File: src/inc/t2_defines.svh
// Register offsets, field positions, reset values and divider counts of the timer
`ifndef T2_DEFINES_SVH
`define T2_DEFINES_SVH

// ==========================================================================
// Register byte offsets on the bus
`define T2_OFF_CTRL      8'h00
`define T2_OFF_CNT_LO    8'h04
`define T2_OFF_CNT_HI    8'h08
`define T2_OFF_RLD_LO    8'h0C
`define T2_OFF_RLD_HI    8'h10
`define T2_OFF_CLK_CTRL  8'h14
`define T2_OFF_GIE       8'h18

// ==========================================================================
// Control register fields
`define T2_CTRL_HOVF     7
`define T2_CTRL_LOVF     6
`define T2_CTRL_LIEN     5
`define T2_CTRL_CAPEN    4
`define T2_CTRL_SPLIT    3
`define T2_CTRL_RUN      2
`define T2_CTRL_XCLK     0

// Clock control and global interrupt enable fields
`define T2_CKC_HSEL      5
`define T2_CKC_LSEL      4
`define T2_GIE_TIMER     5

// ==========================================================================
// Reset values and divider counts
`define T2_RST_BYTE      8'h00
`define T2_BYTE_ONES     8'hFF
`define T2_SYS_DIV       12
`define T2_EXT_DIV       8

`endif

File: src/inc/t2_pkg.sv
// Shared types of the timer
package t2_pkg;
  // One byte of counter, reload or register data
  typedef logic [7:0] t2_byte_t;
  // Bus transfer phase of the register slave
  typedef enum logic [0:0] {
    T2_BUS_IDLE,
    T2_BUS_WAIT
  } t2_bus_e;
endpackage

File: src/rtl/t2_prescale.sv
// Free-running divider that yields one system-clock pulse every DIV cycles
`timescale 1ns/1ps
`default_nettype none
`include "t2_defines.svh"
module t2_prescale #(
  parameter int DIV = `T2_SYS_DIV
) (
  input  wire logic hclk,
  input  wire logic hresetn,
  output logic      tick
);
  localparam int CW = $clog2(DIV);

  logic [CW-1:0] cnt_q;   // Cycle counter
  logic          tick_q;  // Registered output pulse

  // ==========================================================================
  // Divider: free running, so the tick phase does not depend on run control
  always_ff @(posedge hclk or negedge hresetn) begin
    if (!hresetn) begin
      cnt_q  <= '0;
      tick_q <= 1'b0;
    end else if (cnt_q == CW'(DIV - 1)) begin
      cnt_q  <= '0;
      tick_q <= 1'b1;
    end else begin
      cnt_q  <= cnt_q + CW'(1);
      tick_q <= 1'b0;
    end
  end

  assign tick = tick_q;
endmodule
`default_nettype wire

File: src/rtl/t2_ext_tick.sv
// Synchroniser and divide-by-DIV of the external oscillator, one pulse per divided fall
`timescale 1ns/1ps
`default_nettype none
`include "t2_defines.svh"
module t2_ext_tick #(
  parameter int DIV = `T2_EXT_DIV
) (
  input  wire logic hclk,
  input  wire logic hresetn,
  input  wire logic ext_osc,
  output logic      fall
);
  localparam int CW = $clog2(DIV);

  logic          sync1_q;  // First synchroniser stage, read only by the second
  logic          sync2_q;  // Second synchroniser stage
  logic          prev_q;   // Previous synchronised level for edge detection
  logic [CW-1:0] cnt_q;    // Divide counter; its top bit is the divided clock
  logic          fall_q;   // One-cycle pulse on the divided clock's falling edge

  // ==========================================================================
  // Two-stage synchroniser of the asynchronous oscillator pin
  always_ff @(posedge hclk or negedge hresetn) begin
    if (!hresetn) begin
      sync1_q <= 1'b0;
      sync2_q <= 1'b0;
      prev_q  <= 1'b0;
    end else begin
      sync1_q <= ext_osc;
      sync2_q <= sync1_q;
      prev_q  <= sync2_q;
    end
  end

  // ==========================================================================
  // Divider: the divided clock falls when the counter wraps, giving one pulse
  // Limitation: the oscillator must stay well below half the system clock
  always_ff @(posedge hclk or negedge hresetn) begin
    if (!hresetn) begin
      cnt_q  <= '0;
      fall_q <= 1'b0;
    end else begin
      fall_q <= 1'b0;
      if (sync2_q && !prev_q) begin
        cnt_q  <= cnt_q + CW'(1);
        fall_q <= (cnt_q == CW'(DIV - 1));
      end
    end
  end

  assign fall = fall_q;
endmodule
`default_nettype wire

File: src/rtl/t2_timer.sv
// Sixteen-bit auto-reload and capture timer with an AHB-Lite register slave
//
// Function
// - Counter is a low and high byte
// - Split bit picks one 16-bit or two 8-bit
// - Ticks from system clock, /12, external /8
// - External tick synchronised before use
// - 16-bit wrap reloads and sets high flag
// - Timer enable requests irq on 16-bit overflow
// - Low enable adds irq on low wrap
// - Split mode reloads each byte on its wrap
// - Split mode: run gates high byte only
// - Per-half select picks system or alternate clock
// - Split mode flags per byte wrap
// - Split irq on high, either if low enabled
// - Flags never cleared by hardware
// - Capture mode timer clock from low select
// - Capture copies count to reload, sets flag
// - Capture on external /8 falling edge
// - Low select 1 counts every system clock
// - Capture enable bit turns capture on
// - Run bit enables the timer
`timescale 1ns/1ps
`default_nettype none
`include "t2_defines.svh"
module t2_timer #(
  parameter int SYS_DIV = `T2_SYS_DIV,
  parameter int EXT_DIV = `T2_EXT_DIV
) (
  input  wire logic        hclk,
  input  wire logic        hresetn,
  input  wire logic        hsel,
  input  wire logic [31:0] haddr,
  input  wire logic [1:0]  htrans,
  input  wire logic        hwrite,
  input  wire logic [2:0]  hsize,
  input  wire logic [31:0] hwdata,
  input  wire logic        hready,
  output logic [31:0]      hrdata,
  output logic             hreadyout,
  output logic             hresp,
  input  wire logic        ext_osc,
  output logic             timer_irq
);

  // ==========================================================================
  // Declarations
  t2_pkg::t2_byte_t count_low_byte_q;    // Counter low byte
  t2_pkg::t2_byte_t count_high_byte_q;   // Counter high byte
  t2_pkg::t2_byte_t reload_low_byte_q;   // Reload or capture low byte
  t2_pkg::t2_byte_t reload_high_byte_q;  // Reload or capture high byte
  logic             high_overflow_flag_q;
  logic             low_overflow_flag_q;
  logic             low_byte_irq_enable_q;
  logic             capture_enable_q;
  logic             split_mode_select_q;
  logic             run_control_q;
  logic             external_clock_select_q;
  logic             high_half_clock_select_q;
  logic             low_half_clock_select_q;
  logic             timer_irq_enable_q;    // Timer bit of the global enable
  logic             irq_q;                 // Registered interrupt request

  t2_pkg::t2_bus_e  bus_q;                 // Bus phase
  logic [7:0]       addr_q;                // Latched byte offset
  logic             write_q;               // Latched direction
  logic [31:0]      hrdata_q;
  logic             hreadyout_q;

  logic             div12_tick;            // System clock divided by 12
  logic             ext_fall;              // Divided external clock fall
  logic             lo_sel;                // Selected tick for the low half
  logic             hi_sel;                // Selected tick for the high half
  logic             lo_tick;               // Low byte advances this cycle
  logic             hi_tick;               // High byte advances this cycle
  logic             lo_wrap;               // Low byte wraps this cycle
  logic             hi_wrap;               // High byte wraps this cycle
  logic             capture;               // Capture event this cycle
  logic             wr_en;                 // Bus write strobe in data phase
  logic             rd_en;                 // Bus read strobe in data phase

  // ==========================================================================
  // Tick sources
  t2_prescale #(
    .DIV (SYS_DIV)
  ) u_prescale (
    .hclk    (hclk),
    .hresetn (hresetn),
    .tick    (div12_tick)
  );

  t2_ext_tick #(
    .DIV (EXT_DIV)
  ) u_ext_tick (
    .hclk    (hclk),
    .hresetn (hresetn),
    .ext_osc (ext_osc),
    .fall    (ext_fall)
  );

  // Clock choice for one half: select 1 is every system clock, otherwise the
  // external bit chooses between the /12 tick and the divided oscillator
  function automatic logic pick_tick(input logic half_sel, input logic xclk,
                                     input logic d12, input logic ext);
    if (half_sel) begin
      pick_tick = 1'b1;
    end else if (xclk) begin
      pick_tick = ext;
    end else begin
      pick_tick = d12;
    end
  endfunction

  // Read view of the control register; bit 1 is reserved and reads zero
  function automatic logic [31:0] ctrl_view(input logic hf, input logic lf,
                                            input logic le, input logic ce,
                                            input logic sp, input logic rn,
                                            input logic xc);
    ctrl_view = 32'h0000_0000;
    ctrl_view[`T2_CTRL_HOVF]  = hf;
    ctrl_view[`T2_CTRL_LOVF]  = lf;
    ctrl_view[`T2_CTRL_LIEN]  = le;
    ctrl_view[`T2_CTRL_CAPEN] = ce;
    ctrl_view[`T2_CTRL_SPLIT] = sp;
    ctrl_view[`T2_CTRL_RUN]   = rn;
    ctrl_view[`T2_CTRL_XCLK]  = xc;
  endfunction

  // ==========================================================================
  // Counting decisions
  always_comb begin
    lo_sel = pick_tick(low_half_clock_select_q, external_clock_select_q,
                       div12_tick, ext_fall);
    hi_sel = pick_tick(high_half_clock_select_q, external_clock_select_q,
                       div12_tick, ext_fall);
    if (split_mode_select_q) begin
      // Low byte runs free; run control gates only the high byte
      lo_tick = lo_sel;
      hi_tick = hi_sel && run_control_q;
      lo_wrap = lo_tick && (count_low_byte_q == `T2_BYTE_ONES);
      hi_wrap = hi_tick && (count_high_byte_q == `T2_BYTE_ONES);
    end else begin
      // The whole 16-bit counter uses the low-half selection
      lo_tick = lo_sel && run_control_q;
      lo_wrap = lo_tick && (count_low_byte_q == `T2_BYTE_ONES);
      hi_tick = lo_wrap;
      hi_wrap = lo_wrap && (count_high_byte_q == `T2_BYTE_ONES);
    end
    capture = capture_enable_q && ext_fall;
  end

  // ==========================================================================
  // Bus strobes: every transfer spends one wait cycle so read data is a flop
  assign wr_en = (bus_q == t2_pkg::T2_BUS_WAIT) && write_q;
  assign rd_en = (bus_q == t2_pkg::T2_BUS_WAIT) && !write_q;

  // Address phase capture and wait-state sequencing
  always_ff @(posedge hclk or negedge hresetn) begin
    if (!hresetn) begin
      bus_q       <= t2_pkg::T2_BUS_IDLE;
      addr_q      <= 8'h00;
      write_q     <= 1'b0;
      hreadyout_q <= 1'b1;
    end else begin
      unique case (bus_q)
        t2_pkg::T2_BUS_IDLE: begin
          // Take a transfer only on a completed address phase
          if (hsel && htrans[1] && hready) begin
            bus_q       <= t2_pkg::T2_BUS_WAIT;
            addr_q      <= {haddr[7:2], 2'b00};
            write_q     <= hwrite;
            hreadyout_q <= 1'b0;
          end
        end
        t2_pkg::T2_BUS_WAIT: begin
          // Finish the data phase; the next address phase starts after it
          bus_q       <= t2_pkg::T2_BUS_IDLE;
          hreadyout_q <= 1'b1;
        end
      endcase
    end
  end

  // Read data, loaded in the wait cycle; unmapped offsets read zero
  always_ff @(posedge hclk or negedge hresetn) begin
    if (!hresetn) begin
      hrdata_q <= 32'h0000_0000;
    end else if (rd_en) begin
      unique case (addr_q)
        `T2_OFF_CTRL: begin
          hrdata_q <= ctrl_view(high_overflow_flag_q, low_overflow_flag_q,
                                low_byte_irq_enable_q, capture_enable_q,
                                split_mode_select_q, run_control_q,
                                external_clock_select_q);
        end
        `T2_OFF_CNT_LO:   hrdata_q <= {24'h00_0000, count_low_byte_q};
        `T2_OFF_CNT_HI:   hrdata_q <= {24'h00_0000, count_high_byte_q};
        `T2_OFF_RLD_LO:   hrdata_q <= {24'h00_0000, reload_low_byte_q};
        `T2_OFF_RLD_HI:   hrdata_q <= {24'h00_0000, reload_high_byte_q};
        `T2_OFF_CLK_CTRL: begin
          hrdata_q <= (32'(high_half_clock_select_q) << `T2_CKC_HSEL)
                    | (32'(low_half_clock_select_q) << `T2_CKC_LSEL);
        end
        `T2_OFF_GIE:      hrdata_q <= 32'(timer_irq_enable_q) << `T2_GIE_TIMER;
        default:          hrdata_q <= 32'h0000_0000;
      endcase
    end
  end

  // ==========================================================================
  // Control and configuration bits
  always_ff @(posedge hclk or negedge hresetn) begin
    if (!hresetn) begin
      low_byte_irq_enable_q    <= 1'b0;
      capture_enable_q         <= 1'b0;
      split_mode_select_q      <= 1'b0;
      run_control_q            <= 1'b0;
      external_clock_select_q  <= 1'b0;
      high_half_clock_select_q <= 1'b0;
      low_half_clock_select_q  <= 1'b0;
      timer_irq_enable_q       <= 1'b0;
    end else if (wr_en) begin
      if (addr_q == `T2_OFF_CTRL) begin
        low_byte_irq_enable_q   <= hwdata[`T2_CTRL_LIEN];
        capture_enable_q        <= hwdata[`T2_CTRL_CAPEN];
        split_mode_select_q     <= hwdata[`T2_CTRL_SPLIT];
        run_control_q           <= hwdata[`T2_CTRL_RUN];
        external_clock_select_q <= hwdata[`T2_CTRL_XCLK];
      end
      if (addr_q == `T2_OFF_CLK_CTRL) begin
        high_half_clock_select_q <= hwdata[`T2_CKC_HSEL];
        low_half_clock_select_q  <= hwdata[`T2_CKC_LSEL];
      end
      if (addr_q == `T2_OFF_GIE) begin
        timer_irq_enable_q <= hwdata[`T2_GIE_TIMER];
      end
    end
  end

  // ==========================================================================
  // Overflow flags: software writes them, a hardware set in the same cycle wins
  always_ff @(posedge hclk or negedge hresetn) begin
    if (!hresetn) begin
      high_overflow_flag_q <= 1'b0;
      low_overflow_flag_q  <= 1'b0;
    end else begin
      if (hi_wrap || capture) begin
        high_overflow_flag_q <= 1'b1;
      end else if (wr_en && addr_q == `T2_OFF_CTRL) begin
        high_overflow_flag_q <= hwdata[`T2_CTRL_HOVF];
      end
      // Low flag sets on any low wrap, whatever the mode
      if (lo_wrap) begin
        low_overflow_flag_q <= 1'b1;
      end else if (wr_en && addr_q == `T2_OFF_CTRL) begin
        low_overflow_flag_q <= hwdata[`T2_CTRL_LOVF];
      end
    end
  end

  // ==========================================================================
  // Counter bytes; a bus write wins over a tick in the same cycle
  always_ff @(posedge hclk or negedge hresetn) begin
    if (!hresetn) begin
      count_low_byte_q  <= `T2_RST_BYTE;
      count_high_byte_q <= `T2_RST_BYTE;
    end else begin
      if (wr_en && addr_q == `T2_OFF_CNT_LO) begin
        count_low_byte_q <= hwdata[7:0];
      end else if (lo_wrap && split_mode_select_q) begin
        count_low_byte_q <= reload_low_byte_q;
      end else if (hi_wrap && !split_mode_select_q) begin
        count_low_byte_q <= reload_low_byte_q;
      end else if (lo_tick) begin
        count_low_byte_q <= count_low_byte_q + 8'h01;
      end
      if (wr_en && addr_q == `T2_OFF_CNT_HI) begin
        count_high_byte_q <= hwdata[7:0];
      end else if (hi_wrap) begin
        count_high_byte_q <= reload_high_byte_q;
      end else if (hi_tick) begin
        count_high_byte_q <= count_high_byte_q + 8'h01;
      end
    end
  end

  // ==========================================================================
  // Reload bytes; a capture wins over a bus write so no measurement is lost
  always_ff @(posedge hclk or negedge hresetn) begin
    if (!hresetn) begin
      reload_low_byte_q  <= `T2_RST_BYTE;
      reload_high_byte_q <= `T2_RST_BYTE;
    end else if (capture) begin
      reload_low_byte_q  <= count_low_byte_q;
      reload_high_byte_q <= count_high_byte_q;
    end else if (wr_en) begin
      if (addr_q == `T2_OFF_RLD_LO) begin
        reload_low_byte_q <= hwdata[7:0];
      end
      if (addr_q == `T2_OFF_RLD_HI) begin
        reload_high_byte_q <= hwdata[7:0];
      end
    end
  end

  // ==========================================================================
  // Interrupt request: a level that follows the flags one cycle later; the
  // handler tells the source apart by reading both flags
  always_ff @(posedge hclk or negedge hresetn) begin
    if (!hresetn) begin
      irq_q <= 1'b0;
    end else begin
      irq_q <= timer_irq_enable_q &&
               (high_overflow_flag_q ||
                (low_byte_irq_enable_q && low_overflow_flag_q));
    end
  end

  // ==========================================================================
  // Outputs
  assign hrdata    = hrdata_q;
  assign hreadyout = hreadyout_q;
  assign hresp     = 1'b0;
  assign timer_irq = irq_q;

endmodule
`default_nettype wire

File: config.mk
export PLATFORM = sky130hd
export DESIGN_NAME = t2_timer
export DESIGN_NICKNAME = d
export VERILOG_FILES = /design/src/inc/t2_pkg.sv /design/src/rtl/t2_prescale.sv /design/src/rtl/t2_ext_tick.sv /design/src/rtl/t2_timer.sv
export VERILOG_INCLUDE_DIRS = /design/src /design/src/inc
export SDC_FILE = /design/constraint.sdc
export NUM_CORES = 1
export LEC_CHECK = 0
export ABC_AREA = 0
export BUFFER_PORTS_ARGS = -buffer_cell sky130_fd_sc_hd__clkbuf_2
export CORE_ASPECT_RATIO = 0.5
export CORE_MARGIN = 2
export CORE_UTILIZATION = 32
export CTS_CLUSTER_SIZE = 8
export DETAILED_ROUTE_END_ITERATION = 8
export PLACE_DENSITY = 0.51
export SLEW_MARGIN = 20
export SYNTH_ARGS = -nofsm -noshare
export SYNTH_HDL_FRONTEND = slang
export SYNTH_SLANG_ARGS = --single-unit
export TNS_END_PERCENT = 100
File: constraint.sdc
create_clock -name hclk -period 3.3 [get_ports hclk]
set_input_delay 0.495 -clock hclk [delete_from_list [all_inputs] [get_ports hclk]]
set_output_delay 0.495 -clock hclk [all_outputs]
set_load 0.01 [all_outputs]
==> flow_summary.yaml <==
logic_synthesis:
  synthAdderAreaFrac_pct: 1.56
  synth_mux_area_share_pct: 14.2
  ys_top_cells_by_area: "dfrtp_1 44%, nand2_1 6.6%, mux2i_1 5.7%, buf_4 4.7%, o21ai_0 4.2%"
  synth_top_family_by_area: "simple AND/OR/NAND/NOR gates"
  seq_area_frac_synth_pct: 44.8
  synthFlopType: "dfrtp_1"
  synthCells: 408
  post_synth_xor_area_fraction_pct: 0.654
  synth-edff-count: 0
  yosys_warnings: 0
  ys_types: 59
  synth_compound_area_share_pct: 14.6
  synth-async-reset-ratio_pct: 100
  synth.top_cell.area_share_pct: 44.2
  ys_ff_latch: 72
  synth_area_mm2: 0.00402
  syn_area_per_cell_um2: 9.85
  synth_simple_gate_area_share_pct: 16.5
  synth.largest_area_cell: "dfrtp_1"
place:
  dp_hpwl_mm: 7.04
  pre_cts_ws_ns: 0.746
  numPortBuffers: 30
  gp_congestion: 0.817
  dp.cells: 583
setup_path:
  worstSetupStartpointType: "flip-flop"
  critPathMaxFanout: 7
  max_stage_delay_ns: 0.53
  cp_cell_sequence: "or3_1 -> or3_4 -> or3_1 -> mux2_4 -> a211o_1"
  cp.arrival_ns: 2.79
  path_class: "flip-flop to flip-flop"
  r2r_cells: 5
  r2r_slack_ns: 0.73
  r2r-start: "addr_q[5]"
  critPathLaunch: "addr_q[5]"
  critPathRequiredTime_ns: 3.52
  endpoint_kind: "flip-flop"
  r2r-end: "high_overflow_flag_q"
  worst_path_max_delay_cell: "or3_1"
  endpoint: "high_overflow_flag_q"
  cp_common_cell: "or3_1"
floorplan:
  die_area_mm2: 0.0135
  core_area_mm2: 0.0120
  io_pins: 110
  die_w_um: 163
  die_h_um: 83.3
  rows: 28
  start_util_pct: 33.5
timing:
  worst_pin_slew_ns: 0.942
  max_slew_margin_pct: 37.2
  drv_slew: 0
  setup-violations-final: 0
  fin_ws_ns: 0.728
  period_needed_ns: 2.57
  hold_violations: 0
  post-route-period-util_pct: 77.9
  max_freq_mhz: 389
  setup_tns_ns: 0
  clock-skew-final_ns: 0.00727
  rsz0062_at_grt: "no"
  worst_hold_slack_ns: 0.279
cts:
  hold_buffers: 0
  clock-root-buffer: "clkbuf_16"
  clock_sinks: 72
  cts_resized: 0
  cts_htree_levels: 3
  cts_made_buffers: 9
  path_clk_slew_ns: 0.06
  tritoncts: "done"
  clock_path_buffers: 2
  post-cts-setup-buffers: 0
  worstSkewPairLatency_ns: 0.33
detailed_routing:
  antenna_left: 0
  num_vias: 2988
  wire_per_inst_um: 16.5
  drc_errors: 0
  avgViaCountPerCell: 4.99
  first_pass_iters: 4
  drt-initial-drc-count: 196
  drt_wl_total_mm: 9.87
power_and_ir_drop:
  power_uw: 3550
  vdd_drop_max_v: 0.000307
  p_leak_uw: 0.00188
  pwr_density_cell_mw_per_mm2: 780
finish:
  syn2layout_area_growth_pct: 13.3
  num_antenna_cells: 0
  final_net_count: 509
  instances_no_fill: 599
  drive_gt1_share_pct: 18.2
  fillers: 1211
global_routing:
  grt_antenna_before_repair: 0
  grt_pass1_vias: 2921
  grt_pass1_wl_mm: 16.5
  grt_max_degree: 73
  gr-total-overflow: 0
  gr-usage-all-layers_pct: 15.8
min_path:
  hp-class: "primary input to flip-flop"
status:
  status: "finished clean"
run:
  cap_viol_max_count: 0
==> sequential cells by signal, summed over array words and instances, names as in the netlist, 3 cells and up <==
register,flops
count_high_byte_q,8
count_low_byte_q,8
reload_high_byte_q,8
u_ext_tick.cnt_q,3
addr_q,6
u_prescale.cnt_q,4
hrdata,8
reload_low_byte_q,8
==> per-layer routing <==
metal	global-route usage [%]	share of wire (%)	up-vias
li1	-	-	1457
met1	23.1	50	1433
met2	23.2	43	88
met3	4.20	6.0	10
met4	3.62	1.1	0
met5	0	0	-
==> cell usage after synthesis (all sizes together) (6+ instances only) <==
| cell | count |
|---|---|
| dfrtp | 71 |
| nand2 | 71 |
| o21ai | 34 |
| buf | 30 |
| mux2i | 23 |
| nor2 | 19 |
| clkbuf | 16 |
| mux2 | 16 |
| a21oi | 14 |
| o31ai | 8 |
| mux4 | 7 |
| nand3 | 7 |
| a22oi | 6 |
| and2 | 6 |
| inv | 6 |
==> cell usage in the layout (no fill, tap or decap), types with 3 or more instances in the layout <==
cell type,synthesis,layout
mux2i_1,23,23
nand2b_1,5,5
a21oi_1,14,14
and4_1,5,5
a22oi_1,6,6
nand2_1,71,71
and2_1,6,5
dfrtp_1,71,71
o211ai_1,3,3
inv_1,6,6
nand3_1,7,7
clkbuf_2,0,29
nor2b_1,3,3
or3_1,3,3
a41oi_1,3,3
nand4_1,3,3
a31oi_1,4,4
nor2_1,18,18
ha_1,5,5
mux4_2,7,7
a211o_1,3,3
o31ai_1,8,8
clkbuf_16,0,9
nor3_1,3,3
conb_1,1,25
a211oi_1,3,3
o21ai_0,34,34
buf_4,25,3
bufinv_16,0,3
mux2_2,15,15
==> metrics by stage <==
step / util, % / cell area, um^2
after floorplan: - / 4110
after global placement: 35.0 / 4210
after detailed placement: 35.0 / 4210
after CTS: 37.9 / 4550
after global routing: 37.9 / 4560
final: 37.9 / 4560
==> worst min path at each step <==
stage / end / slack (ns) / depth (start not counted) / startpoint
detailed placement: u_ext_tick.sync2_q / 0.34 / 0 / u_ext_tick.sync1_q
CTS: u_ext_tick.sync1_q / 0.26 / 1 / ext_osc
global route: u_ext_tick.sync1_q / 0.26 / 1 / ext_osc
finish: u_ext_tick.sync1_q / 0.28 / 1 / ext_osc
floorplan: addr_q[2] / 0.20 / 0 / hresetn
global placement: u_ext_tick.sync2_q / 0.34 / 0 / u_ext_tick.sync1_q
==> final cells by class <==
cell class                 count  area [um^2]  area share (%)
inverter                       7         26.3           0.577
clock buffer                  11          243            5.33
timing repair buffer          32          168            3.68
multi-input combinational    307         2010            44.0
sequential                    72         1800            39.6
tap                          165          206            4.53
clock inverter                 5          104            2.28
==> power breakdown <==
| group | internal, uW | switching, uW | total [uW] | leakage (uW) |
|---|---|---|---|---|
| clock network | 759 | 365 | 1120 | 0.000170 |
| logic | 456 | 449 | 905 | 0.000862 |
| registers | 1160 | 363 | 1530 | 0.000851 |
==> cells by family (layout without fill, tap and decap cells) <==
kind of cell,count (synthesis),after routing
compound gates,92,92
flops,72,72
mux,46,46
fa+ha+maj,5,5
other cells,1,25
simple gates,136,136
buf+inv,53,55
xor+xnor,3,3
==> critical path, delay by kind of cell (launching register included) <==
| family | cells | cell delay (ns) |
|---|---|---|
| multiplexers | 1 | 0.37 |
| AO/OA/AOI/OAI | 1 | 0.26 |
| flip-flops | 1 | 0.37 |
| AND/OR/NAND/NOR | 3 | 1.46 |
(Power assumes the default switching activity.)
